$ cat src/mba_regs.svh
// register offsets, field positions, reset values and status codes
`ifndef MBA_REGS_SVH
`define MBA_REGS_SVH

// ----------------------------------------------------------------
// register offsets
// ----------------------------------------------------------------
`define MBA_ADDR_W        4
`define MBA_ADDR_CTRL     4'h0
`define MBA_ADDR_STAT     4'h4
`define MBA_ADDR_CNT      4'h8

// ----------------------------------------------------------------
// control register fields
// ----------------------------------------------------------------
`define MBA_CTRL_W        4
`define MBA_CTRL_ANY      0
`define MBA_CTRL_IOB      1
`define MBA_CTRL_RESIDENT_BUS_STRAP     2
`define MBA_CTRL_COMMON_REQUEST_LOCK   3
`define MBA_CTRL_RST      4'h0

// ----------------------------------------------------------------
// status register layout, low bit first
// ----------------------------------------------------------------
`define MBA_STAT_W        8

// ----------------------------------------------------------------
// processor status codes, s2 s1 s0
// ----------------------------------------------------------------
`define MBA_PS_IDLE       3'h7
`define MBA_PS_HALT       3'h3
`define MBA_PS_MEM_BIT    2

`endif

$ cat src/mba_pkg.sv
// types shared by the bus arbiter files
package mba_pkg;

  // ----------------------------------------------------------------
  // arbiter states, gray along idle-wait-own-release
  // ----------------------------------------------------------------
  typedef enum logic [1:0] {
    MBA_S_IDLE = 2'h0,
    MBA_S_WAIT = 2'h1,
    MBA_S_OWN  = 2'h3,
    MBA_S_REL  = 2'h2
  } mba_state_type;

endpackage : mba_pkg

$ cat src/mba_status_decode.sv
// processor status decoder for the bus arbiter
`timescale 1ns/1ps
`include "mba_regs.svh"

module mba_status_decode (
  input  wire logic [2:0] proc_status,
  output logic            idle_status,
  output logic            halt_status,
  output logic            active_status,
  output logic            mem_cmd,
  output logic            io_cmd
);

  // ----------------------------------------------------------------
  // decode
  // ----------------------------------------------------------------
  always_comb begin
    idle_status   = (proc_status == `MBA_PS_IDLE);
    halt_status   = (proc_status == `MBA_PS_HALT);
    active_status = !idle_status && !halt_status;
    mem_cmd       = active_status && proc_status[`MBA_PS_MEM_BIT];
    io_cmd        = active_status && !proc_status[`MBA_PS_MEM_BIT];
  end

endmodule : mba_status_decode

$ cat src/mba_arbiter.sv
// multi-master system bus arbiter, device side
//
// Operation
// - with bus free and priority in, seize bus and drive busy low
// - when done, stop driving the open-drain busy line
// - gaining priority while bus is busy, wait for busy to go high
// - occupant losing priority gives up bus after its transfer ends
// - all arbitration is clocked by the bus clock
// - without the bus, keep controller, transceivers and latches disabled
// - once bus is held, enable controller so the command completes
// - keep the bus unless halted or forced off by another request
// - any-request strap surrenders to lower priority like to higher
// - higher wins after current transfer; lower only when bus unused
// - serial mode chains priority out into next arbiter's priority in
// - peripheral-bus mode sends io commands locally, memory to system bus
// - resident-bus mode lets bus select decide system or resident bus
// - both straps off means system bus only; both on serves all three
// - single-bus mode requests on any active status but halt or idle
// - idle status is 111, halt status is 011
// - lock blocks any surrender; request lock blocks surrender to lower
// - bus-wide initialise resets arbiter, leaving the bus unheld
//
// The strobed register port and the register addresses are this design's own decisions.
`timescale 1ns/1ps
`include "mba_regs.svh"

module mba_arbiter #(
  parameter int DW = 8,
  parameter int CW = 8
) (
  input  wire logic                   sys_clk,
  input  wire logic                   rst_n,
  input  wire logic                   init_n,
  input  wire logic [2:0]             proc_status,
  input  wire logic                   lock_n,
  input  wire logic                   bus_select_input,
  input  wire logic                   transfer_acknowledge,
  input  wire logic                   priority_in_n,
  input  wire logic                   busy_in,
  input  wire logic                   common_request_in,
  output logic                        bus_request_out_n,
  output logic                        priority_out_n,
  output logic                        busy_out,
  output logic                        busy_oe_n,
  output logic                        common_request_out,
  output logic                        common_request_oe_n,
  output logic                        address_enable_out_n,
  input  wire logic [`MBA_ADDR_W-1:0] reg_addr,
  input  wire logic [DW-1:0]          reg_wdata,
  input  wire logic                   reg_wr,
  input  wire logic                   reg_rd,
  output logic      [DW-1:0]          reg_rdata
);

  // ----------------------------------------------------------------
  // parameter checks
  // ----------------------------------------------------------------
  if (DW < `MBA_STAT_W || DW > 32) begin : g_dw_chk
    $error("data width must be 8 to 32");
  end
  if (CW < 1 || CW > DW) begin : g_cw_chk
    $error("counter width must be 1 to data width");
  end

  // ----------------------------------------------------------------
  // declarations
  // ----------------------------------------------------------------
  mba_pkg::mba_state_type state_r;
  mba_pkg::mba_state_type state_nxt;
  logic [`MBA_CTRL_W-1:0] ctrl_r;
  logic [`MBA_CTRL_W-1:0] ctrl_nxt;
  logic [CW-1:0]          cnt_r;
  logic [CW-1:0]          cnt_nxt;
  logic [DW-1:0]          rdata_r;
  logic [DW-1:0]          rdata_nxt;
  logic                   idle_status;
  logic                   halt_status;
  logic                   active_status;
  logic                   mem_cmd;
  logic                   io_cmd;
  logic                   any_request_strap;
  logic                   peripheral_bus_strap;
  logic                   resident_bus_strap;
  logic                   common_request_lock;
  logic                   need_sys;
  logic                   free_sys;
  logic                   boundary;
  logic                   higher_priority_request;
  logic                   lower_request;
  logic                   surrender;
  logic                   own;
  logic [`MBA_STAT_W-1:0] stat_word;

  // ----------------------------------------------------------------
  // status decode
  // ----------------------------------------------------------------
  mba_status_decode u_dec (
    .proc_status   (proc_status),
    .idle_status   (idle_status),
    .halt_status   (halt_status),
    .active_status (active_status),
    .mem_cmd       (mem_cmd),
    .io_cmd        (io_cmd)
  );

  assign any_request_strap    = ctrl_r[`MBA_CTRL_ANY];
  assign peripheral_bus_strap = ctrl_r[`MBA_CTRL_IOB];
  assign resident_bus_strap   = ctrl_r[`MBA_CTRL_RESIDENT_BUS_STRAP];
  assign common_request_lock  = ctrl_r[`MBA_CTRL_COMMON_REQUEST_LOCK];
  assign own                  = (state_r == mba_pkg::MBA_S_OWN);

  // ----------------------------------------------------------------
  // request and surrender conditions
  // ----------------------------------------------------------------
  always_comb begin
    case ({peripheral_bus_strap, resident_bus_strap})
      2'h0: need_sys = active_status;
      2'h1: need_sys = active_status && bus_select_input;
      2'h2: need_sys = mem_cmd;
      2'h3: need_sys = mem_cmd && bus_select_input;
      default: need_sys = 1'b0;
    endcase
    // not using the system bus right now: idle, halt, local access
    free_sys = !need_sys;
    boundary = free_sys || transfer_acknowledge;
    higher_priority_request = priority_in_n;
    lower_request = common_request_in && !common_request_lock;
    surrender = lock_n &&
                (halt_status ||
                 (boundary && higher_priority_request) ||
                 (lower_request &&
                  (free_sys ||
                   (any_request_strap && transfer_acknowledge))));
  end

  // ----------------------------------------------------------------
  // arbitration state machine
  // ----------------------------------------------------------------
  always_comb begin
    state_nxt = state_r;
    case (state_r)
      mba_pkg::MBA_S_IDLE: begin
        if (need_sys) begin
          state_nxt = mba_pkg::MBA_S_WAIT;
        end
      end
      mba_pkg::MBA_S_WAIT: begin
        if (!need_sys) begin
          state_nxt = mba_pkg::MBA_S_IDLE;
        end else if (!priority_in_n && busy_in) begin
          state_nxt = mba_pkg::MBA_S_OWN;
        end
      end
      mba_pkg::MBA_S_OWN: begin
        if (surrender) begin
          state_nxt = mba_pkg::MBA_S_REL;
        end
      end
      mba_pkg::MBA_S_REL: begin
        // one cycle off the line lets busy rise for the next winner
        state_nxt = mba_pkg::MBA_S_IDLE;
      end
      default: state_nxt = mba_pkg::MBA_S_IDLE;
    endcase
  end

  always_ff @(posedge sys_clk) begin
    if (!rst_n || !init_n) begin
      state_r <= mba_pkg::MBA_S_IDLE;
    end else begin
      state_r <= state_nxt;
    end
  end

  // ----------------------------------------------------------------
  // pins
  // ----------------------------------------------------------------
  assign busy_out             = 1'b0;
  assign busy_oe_n            = !own;
  assign address_enable_out_n = !own;
  assign bus_request_out_n    = !(state_r == mba_pkg::MBA_S_WAIT || own);
  assign common_request_out   = 1'b0;
  assign common_request_oe_n  = !(state_r == mba_pkg::MBA_S_WAIT);
  assign priority_out_n       = !(!priority_in_n && !need_sys &&
                                  state_r == mba_pkg::MBA_S_IDLE);

  // ----------------------------------------------------------------
  // register file
  // ----------------------------------------------------------------
  assign stat_word = {1'b0, state_r, common_request_in, !priority_in_n,
                      busy_in, state_r == mba_pkg::MBA_S_WAIT, own};

  always_comb begin
    ctrl_nxt  = ctrl_r;
    cnt_nxt   = cnt_r;
    rdata_nxt = '0;
    if (reg_wr && reg_addr == `MBA_ADDR_CTRL) begin
      ctrl_nxt = reg_wdata[`MBA_CTRL_W-1:0];
    end
    if (reg_wr && reg_addr == `MBA_ADDR_CNT) begin
      cnt_nxt = '0;
    end else if (state_r == mba_pkg::MBA_S_WAIT &&
                 state_nxt == mba_pkg::MBA_S_OWN) begin
      cnt_nxt = CW'(cnt_r + 1'b1);
    end
    if (reg_rd) begin
      case (reg_addr)
        `MBA_ADDR_CTRL: rdata_nxt = DW'(ctrl_r);
        `MBA_ADDR_STAT: rdata_nxt = DW'(stat_word);
        `MBA_ADDR_CNT:  rdata_nxt = DW'(cnt_r);
        default:        rdata_nxt = '0;
      endcase
    end
  end

  always_ff @(posedge sys_clk) begin
    if (!rst_n) begin
      ctrl_r  <= `MBA_CTRL_RST;
      cnt_r   <= '0;
      rdata_r <= '0;
    end else begin
      ctrl_r  <= ctrl_nxt;
      cnt_r   <= cnt_nxt;
      rdata_r <= rdata_nxt;
    end
  end

  assign reg_rdata = rdata_r;
endmodule : mba_arbiter

$ cat config.mk
export PLATFORM = sky130hd
export DESIGN_NAME = mba_arbiter
export DESIGN_NICKNAME = d
export VERILOG_FILES = /design/src/mba_pkg.sv /design/src/mba_status_decode.sv /design/src/mba_arbiter.sv
export VERILOG_INCLUDE_DIRS = /design/src
export SDC_FILE = /design/constraint.sdc
export NUM_CORES = 1
export LEC_CHECK = 0
export BUFFER_PORTS_ARGS = -buffer_cell sky130_fd_sc_hd__buf_2
export CAP_MARGIN = 10
export CORE_MARGIN = 2
export CORE_UTILIZATION = 47
export DETAILED_ROUTE_END_ITERATION = 10
export PLACE_DENSITY = 0.79
export SETUP_SLACK_MARGIN = 0.2
export SYNTH_ARGS = -nofsm -noshare
export SYNTH_HDL_FRONTEND = slang
export SYNTH_SLANG_ARGS = --single-unit
$ cat constraint.sdc
create_clock -name sys_clk -period 2.05 [get_ports sys_clk]
set_input_delay 0.3075 -clock sys_clk [delete_from_list [all_inputs] [get_ports sys_clk]]
set_output_delay 0.3075 -clock sys_clk [all_outputs]
set_load 0.05 [all_outputs]
==> metrics.sh, run 1 <==
CRITICAL_PATH.TOP_DELAY_FAMILY='simple AND/OR/NAND/NOR gates'
POST_ROUTE_CELLS_DRIVE_ABOVE_1_SHARE_PCT=26.1
FLOORPLAN.DIE.HEIGHT_UM=51.5
CTS.REPAIR_TIMING.SETUP_BUFFER_COUNT=0
CORE_AREA_UM2=2170
DETAILED_PLACE.AREA_UM2=1230
NUMBER_OF_INSTANCES_IN_THE_SYNTHESIZED_NETLIST=124
FINAL_NETS=186
SYNTH_WARNINGS=0
TIMING.CRITICAL_PATH.TO='priority_out_n'
CRIT_ARRIVAL_NS=1.40
INSERTEDDIODECOUNT=0
CRITICAL_PATH.MAX_FANOUT=6
CRITICAL_PATH.REG2REG.ENDPOINT='cnt_r[7]'
P_SEQ_SHARE_PCT=60.7
CP.REQUIRED_NS=1.74
SYNTH_CELL_TYPE_COUNT=29
PATH_DEPTH=4
COMMONEST_NON_FILL_NON_TAP_CELLS_IN_THE_LAYOUT='buf_2, dfxtp_1, nor2_1'
NUMCLOCKSINKS=22
GRT_START_MAX_NET_PINS=12
SYN_TO_FINAL_GROWTH_PCT=18.7
WORSTREGTOREGCELLS=4
CRIT_CHAIN='nand2b_1 -> nand3_1 -> nand2_1 -> buf_2'
ASYNC_RESET_FF_SHARE_PCT=0
NUM_IO_PINS=41
POST-ROUTE-PERIOD-UTIL_PCT=83.4
SYNTH_REGISTER_BITS=22
WORST_SKEW_PAIR.LATE_LATENCY_NS=0.30
POWERDENSITY_nW_PER_UM2=570
ROUTED_WIRE_LENGTH_PER_INSTANCE_UM=12.0
RSZ_0062_RAISED_AFTER_GLOBAL_ROUTING='false'
ANTENNA_FOUND_INITIAL=0
GRT_OVERFLOW_TOTAL=0
HOLDCRITPATHCLASS='input pin to register'
CRITPATHSLOWESTCELL='dfxtp_1'
FINALWORSTPATHREQUIREDPERIOD_NS=1.71
FINAL_HOLD_VIOL_COUNT=0
CTS_RESIZED=0
VDD_DROP_MAX_uV=275
POWER.SWITCHING_FRACTION_PCT=25.7
FLOORPLAN.DIE_AREA_UM2=2650
FIRST_PASS_ITERS=5
CTS_TREE='yes'
MOSTFREQUENTLAYOUTCELL='buf_2'
FINAL_CELL_AREA_UM2=1260
DRV_SLEW=0
MAX-CAP-VIOLATIONS=0
GLOBAL_ROUTE.USAGE.TOTAL_PCT=19.0
PWR-SHARE-COMB_PCT=12.7
POWER_REPORT.INTERNAL_TOTAL_mW=0.532
NET-SWITCHING-POWER_mW=0.184
POSTSYNTH.TOPFLOPCELL='dfxtp_1'
PLACE.DETAILED.HPWL_UM=1810
SETUP-VIOLATIONS-FINAL=0
RUN_STATUS='complete, no violations'
DRT_WL_TOTAL_UM=2230
NUMBER_OF_DRC_VIOLATIONS_AFTER_DETAILED_ROUTING=0
SKEW_NS=0.000480
ENDPOINT_KIND='primary output'
REG2REG_SETUP_SLACK_NS=0.41
INITIALDRTVIOLATIONCOUNT=16
CTS_ROOT_BUFFER_TYPE='clkbuf_4'
HOLDBUFCOUNTCTS=0
ROW_COUNT=17
YOSYSSEQAREASHARE_PCT=41.6
GRT_FIRST_PASS_WIRELENGTH_UM=3660
SYN-MEAN-INSTANCE-AREA_UM2=8.54
H_TREE_LEVELS=1
TIMING.RR.START='state_r[0]'
STARTING_UTILIZATION_OF_THE_CORE_AREA_PCT=48.8
POWER.LEAKAGE_nW=0.550
POWER.CLOCK.FRACTION_PCT=26.6
MAX_FREQ_MHz=585
GP_CONGESTION=0.881
CTS_INSERTED_BUFFERS=3
SETUP_TNS_NS=0
GRT_PASS1_VIAS=876
SYN_AREA_UM2=1060
STARTPOINT_CLASS_OF_THE_CRITICAL_PATH='register'
ANTENNA_LEFT=0
CTS-ROOT-TO-SINK-BUFFERS=2
VIA_PER_INST=5.36
TIMING.SETUP.CRITICAL_PATH_CLASS='register to primary output'
COUNT_OF_FLIP_FLOPS_WITH_A_BUILT_IN_ENABLE_AFTER_SYNTHESIS=0
CRIT_BUF_INV=1
VIA_COUNT=991
WORST_SETUP_PATH_STARTPOINT='ctrl_r[2]'
CLK_TRANSITION_REPORTED_PATHS_NS=0.11
DIE_WIDTH_UM=51.5
PLACE.PORT_BUFFERS=34
SLOWEST_DELAY_NS=0.34
-- routing by layer --
metal | track usage (%) | wire length, um | up-vias
met3 | 2.63 | 132 | 7
li1 | - | - | 505
met1 | 22.5 | 979 | 442
met2 | 30.8 | 1050 | 37
met5 | 0 | 0 | -
met4 | 14.0 | 68 | 0
-- synth_stat cells (2+ instances only) --
master | number | share of area [%]
a21oi_1 | 15 | 7.1
a22oi_1 | 3 | 2.1
buf_4 | 3 | 2.1
clkbuf_1 | 2 | 0.71
dfxtp_1 | 22 | 42
inv_1 | 5 | 1.8
mux2i_1 | 6 | 5.7
nand2_1 | 10 | 3.5
nand2b_1 | 5 | 3.0
nand3_1 | 7 | 3.3
nand4_4 | 2 | 4.0
nor2_1 | 18 | 6.4
nor2b_1 | 2 | 1.2
o21ai_1 | 2 | 0.95
o31ai_1 | 4 | 2.8
or3_1 | 2 | 1.2
or4_1 | 4 | 2.8
-- sequential cells by signal, summed over array words and instances, names as in the netlist --
name       flops
ctrl_r         4
reg_rdata      8
state_r        2
cnt_r          8
-- cell type report --
type                            instances  area [um^2]
Tap cell                               28         35.0
Timing Repair Buffer                   35          178
Clock buffer                            3         22.5
Fill cell                             219          913
Sequential cell                        22          440
Multi-Input combinational cell         92          562
Inverter                                5         18.8
-- power groups by stage --
| stage | registers, mW | logic (mW) | clock network, mW |
|---|---|---|---|
| final | 0.435 | 0.0910 | 0.191 |
| after global routing | 0.436 | 0.100 | 0.212 |
| after CTS | 0.435 | 0.0909 | 0.196 |
| after detailed placement | 0.445 | 0.0909 | 0 |
| after global placement | 0.445 | 0.0888 | 0 |
| after floorplan | 0.444 | 0.0614 | 0 |
-- how the worst min path moves through the flow --
stage	end	depth (start not counted)	startpoint	slack [ns]
after floorplan	reg_rdata[7]	2	cnt_r[7]	0.42
after global placement	reg_rdata[7]	2	cnt_r[7]	0.44
after detailed placement	reg_rdata[7]	2	cnt_r[7]	0.44
after CTS	state_r[1]	3	init_n	0.23
after global routing	ctrl_r[2]	3	reg_wdata[2]	0.25
final	ctrl_r[0]	3	reg_wdata[0]	0.23
-- kinds of logic after synthesis --
family	after synthesis	synth area share, %
compound gates	28	16.0
xor+xnor	1	0.828
fa+ha+maj	1	1.18
buf+inv	11	5.67
flops	22	41.6
mux	6	5.67
other cells	1	0.354
simple gates	54	28.7
-- worst min-delay path, cell delays in order --
cell     delay (ns)
buf_2          0.07
mux2i_1        0.05
nor2_1         0.07
-- metrics by stage --
stage	total power [mW]	hold WS [ns]	setup WS [ns]	utilization (%)	cells
floorplan	0.506	0.418	0.569	-	125
global placement	0.534	0.436	0.424	56.9	182
detailed placement	0.536	0.438	0.389	56.9	182
CTS	0.722	0.231	0.324	57.9	185
global route	0.748	0.252	0.207	57.9	185
finish	0.717	0.234	0.341	57.9	185
No activity file was read; power rests on OpenSTA's default activity.
==> run 2, diff against run 1 <==
--- a/config.mk
+++ b/config.mk
@@ -9,9 +9,9 @@
 export BUFFER_PORTS_ARGS = -buffer_cell sky130_fd_sc_hd__buf_2
 export CAP_MARGIN = 10
 export CORE_MARGIN = 2
-export CORE_UTILIZATION = 47
+export CORE_UTILIZATION = 42
 export DETAILED_ROUTE_END_ITERATION = 10
-export PLACE_DENSITY = 0.79
+export PLACE_DENSITY = 0.75
 export SETUP_SLACK_MARGIN = 0.2
 export SYNTH_ARGS = -nofsm -noshare
 export SYNTH_HDL_FRONTEND = slang
==> constraint.sdc (replaced) <==
create_clock -name sys_clk -period 1.55 [get_ports sys_clk]
set_input_delay 0.2325 -clock sys_clk [delete_from_list [all_inputs] [get_ports sys_clk]]
set_output_delay 0.2325 -clock sys_clk [all_outputs]
set_load 0.05 [all_outputs]
==> run 2 against run 1 <==
Utilization up 3.2 points. Via count up 12%. Register-to-register slack worse by 0.27 ns. Combinational power up 74%. Die area up 11%. Global-route usage up 0.85 points. Non-clock buffer count up 16. Worst setup slack worse by 0.20 ns. Hold slack worse by 0.079 ns. Final cell count up 10%.
==> metrics.sh, run 2 (synthesis gave the netlist of run 1 again) <==
CTS_ROOT_BUFFER_TYPE='clkbuf_4'
CRITPATHSLOWESTCELL='or4_1'
COMMONEST_NON_FILL_NON_TAP_CELLS_IN_THE_LAYOUT='buf_2, nor2_1, dfxtp_1'
MAX_FREQ_MHz=709
NUM_IO_PINS=41
PLACE.DETAILED.HPWL_UM=2040
ROW_COUNT=18
ROUTED_WIRE_LENGTH_PER_INSTANCE_UM=13.9
CORE_AREA_UM2=2430
FINALWORSTSETUPSLACK_NS=0.140
FLOORPLAN.DIE_AREA_UM2=2940
PLACE.PORT_BUFFERS=34
CLK_TRANSITION_REPORTED_PATHS_NS=0.13
ANTENNA_LEFT=0
FINALWORSTPATHREQUIREDPERIOD_NS=1.41
VIA_COUNT=1114
POST-ROUTE-PERIOD-UTIL_PCT=91.0
HOLDBUFCOUNTCTS=0
CRIT_ARRIVAL_NS=1.65
PRE_CTS_WS_NS=0.0783
INSERTEDDIODECOUNT=0
GP_CONGESTION=0.880
WORSTREGTOREGCELLS=5
TIMING.SETUP.CRITICAL_PATH_CLASS='register to register'
GRT_FIRST_PASS_WIRELENGTH_UM=4180
HOLD-PATH-CELL-COUNT=3
WORST_SKEW_PAIR.LATE_LATENCY_NS=0.30
INITIALDRTVIOLATIONCOUNT=26
ANTENNA_FOUND_INITIAL=0
CP.REQUIRED_NS=1.79
CRITICAL_PATH.MAX_FANOUT=2
FINAL_CELLS=204
DRT_WL_TOTAL_UM=2840
GRT_OVERFLOW_TOTAL=0
CTS-ROOT-TO-SINK-BUFFERS=2
CRIT_BUF_INV=1
FINAL_HOLD_VIOL_COUNT=0
DP_CELLS=192
STARTPOINT_CLASS_OF_THE_CRITICAL_PATH='register'
POWER.LEAKAGE_nW=0.669
SETUP_TNS_NS=0
MAX-CAP-VIOLATIONS=0
H_TREE_LEVELS=1
RSZ_0062_RAISED_AFTER_GLOBAL_ROUTING='true'
NUMCLOCKSINKS=22
SYN_TO_FINAL_GROWTH_PCT=40.3
NUMBER_OF_DRC_VIOLATIONS_AFTER_DETAILED_ROUTING=0
GRT_PASS1_VIAS=977
POST_ROUTE_CELLS_DRIVE_ABOVE_1_SHARE_PCT=40.2
GRT_START_MAX_NET_PINS=13
CRITICAL_PATH.TOP_DELAY_FAMILY='simple AND/OR/NAND/NOR gates'
MOSTFREQUENTLAYOUTCELL='buf_2'
POWERDENSITY_nW_PER_UM2=707
FINAL_NETS=202
HOLDCRITPATHCLASS='input pin to register'
FLOORPLAN.DIE.HEIGHT_UM=54.2
RUN_STATUS='complete, no violations'
ENDPOINT_KIND='register'
PATH_DEPTH=5
CRIT_CHAIN='nand2b_1 -> buf_4 -> nand2_1 -> or4_1 -> a21oi_1'
SLOWEST_DELAY_NS=0.51
DIE_WIDTH_UM=54.2
CTS_INSERTED_BUFFERS=3
FIRST_PASS_ITERS=4
SETUP-VIOLATIONS-FINAL=0
CTS_TREE='yes'
DRV_SLEW=0
STARTING_UTILIZATION_OF_THE_CORE_AREA_PCT=43.5
SKEW_NS=0.00567
VIA_PER_INST=5.46
GLOBAL_ROUTE.USAGE.TOTAL_PCT=19.8
VDD_DROP_MAX_uV=635
## run 2: cell count changes in the layout (fill, tap and decap cells not counted), sizes merged
cell    change
buf        +15
clkbuf      +2
## run 2: stage by stage
step	power, mW	utilization, %	area, um^2	hold WS (ns)
floorplan	0.669	-	1060	0.355
detailed placement	0.718	53.4	1300	0.445
finish	1.05	61.1	1490	0.156
global route	1.09	61.1	1490	0.149
global placement	0.715	53.4	1300	0.434
CTS	1.05	59.7	1450	0.146
## run 2: timing repair
action,4_1_cts,5_1_grt
gates resized for setup,18,6
endpoints found under the hold margin,0,0
setup buffers,8,0
gates cloned,0,0
pin swaps,2,0
endpoints found under the setup margin,8,9
## run 2: cell type report
type | instances | area (um^2)
Sequential cell | 22 | 447
Multi-Input combinational cell | 92 | 609
Tap cell | 30 | 37.5
Timing Repair Buffer | 51 | 337
Inverter | 5 | 18.8
Fill cell | 191 | 947
Clock buffer | 4 | 36.3
## run 2: power by group
group | switching (mW) | internal, mW | leakage [nW] | total [mW]
combinational | 0.0927 | 0.0655 | 0.468 | 0.158
clock | 0.176 | 0.143 | 0.0210 | 0.319
sequential | 0.00307 | 0.570 | 0.180 | 0.573
## run 2: final timing paths
kind | start | to | slack [ns]
max reg2reg | ctrl_r[1] | cnt_r[5] | 0.14
min reg2reg | cnt_r[7] | reg_rdata[7] | 0.46
max | ctrl_r[1] | cnt_r[5] | 0.14
min | init_n | state_r[1] | 0.16
## run 2: layer usage
layer / track usage (%) / routed length (um)
met1: 24.3 / 1180
met2: 32.7 / 1440
met3: 5.56 / 179
met4: 7.08 / 36
met5: 0 / 0
## run 2: tightest hold or removal path, stage by stage
cell and delay, ns:
buf_2 0.09, nand2_1 0.06, a21oi_1 0.04
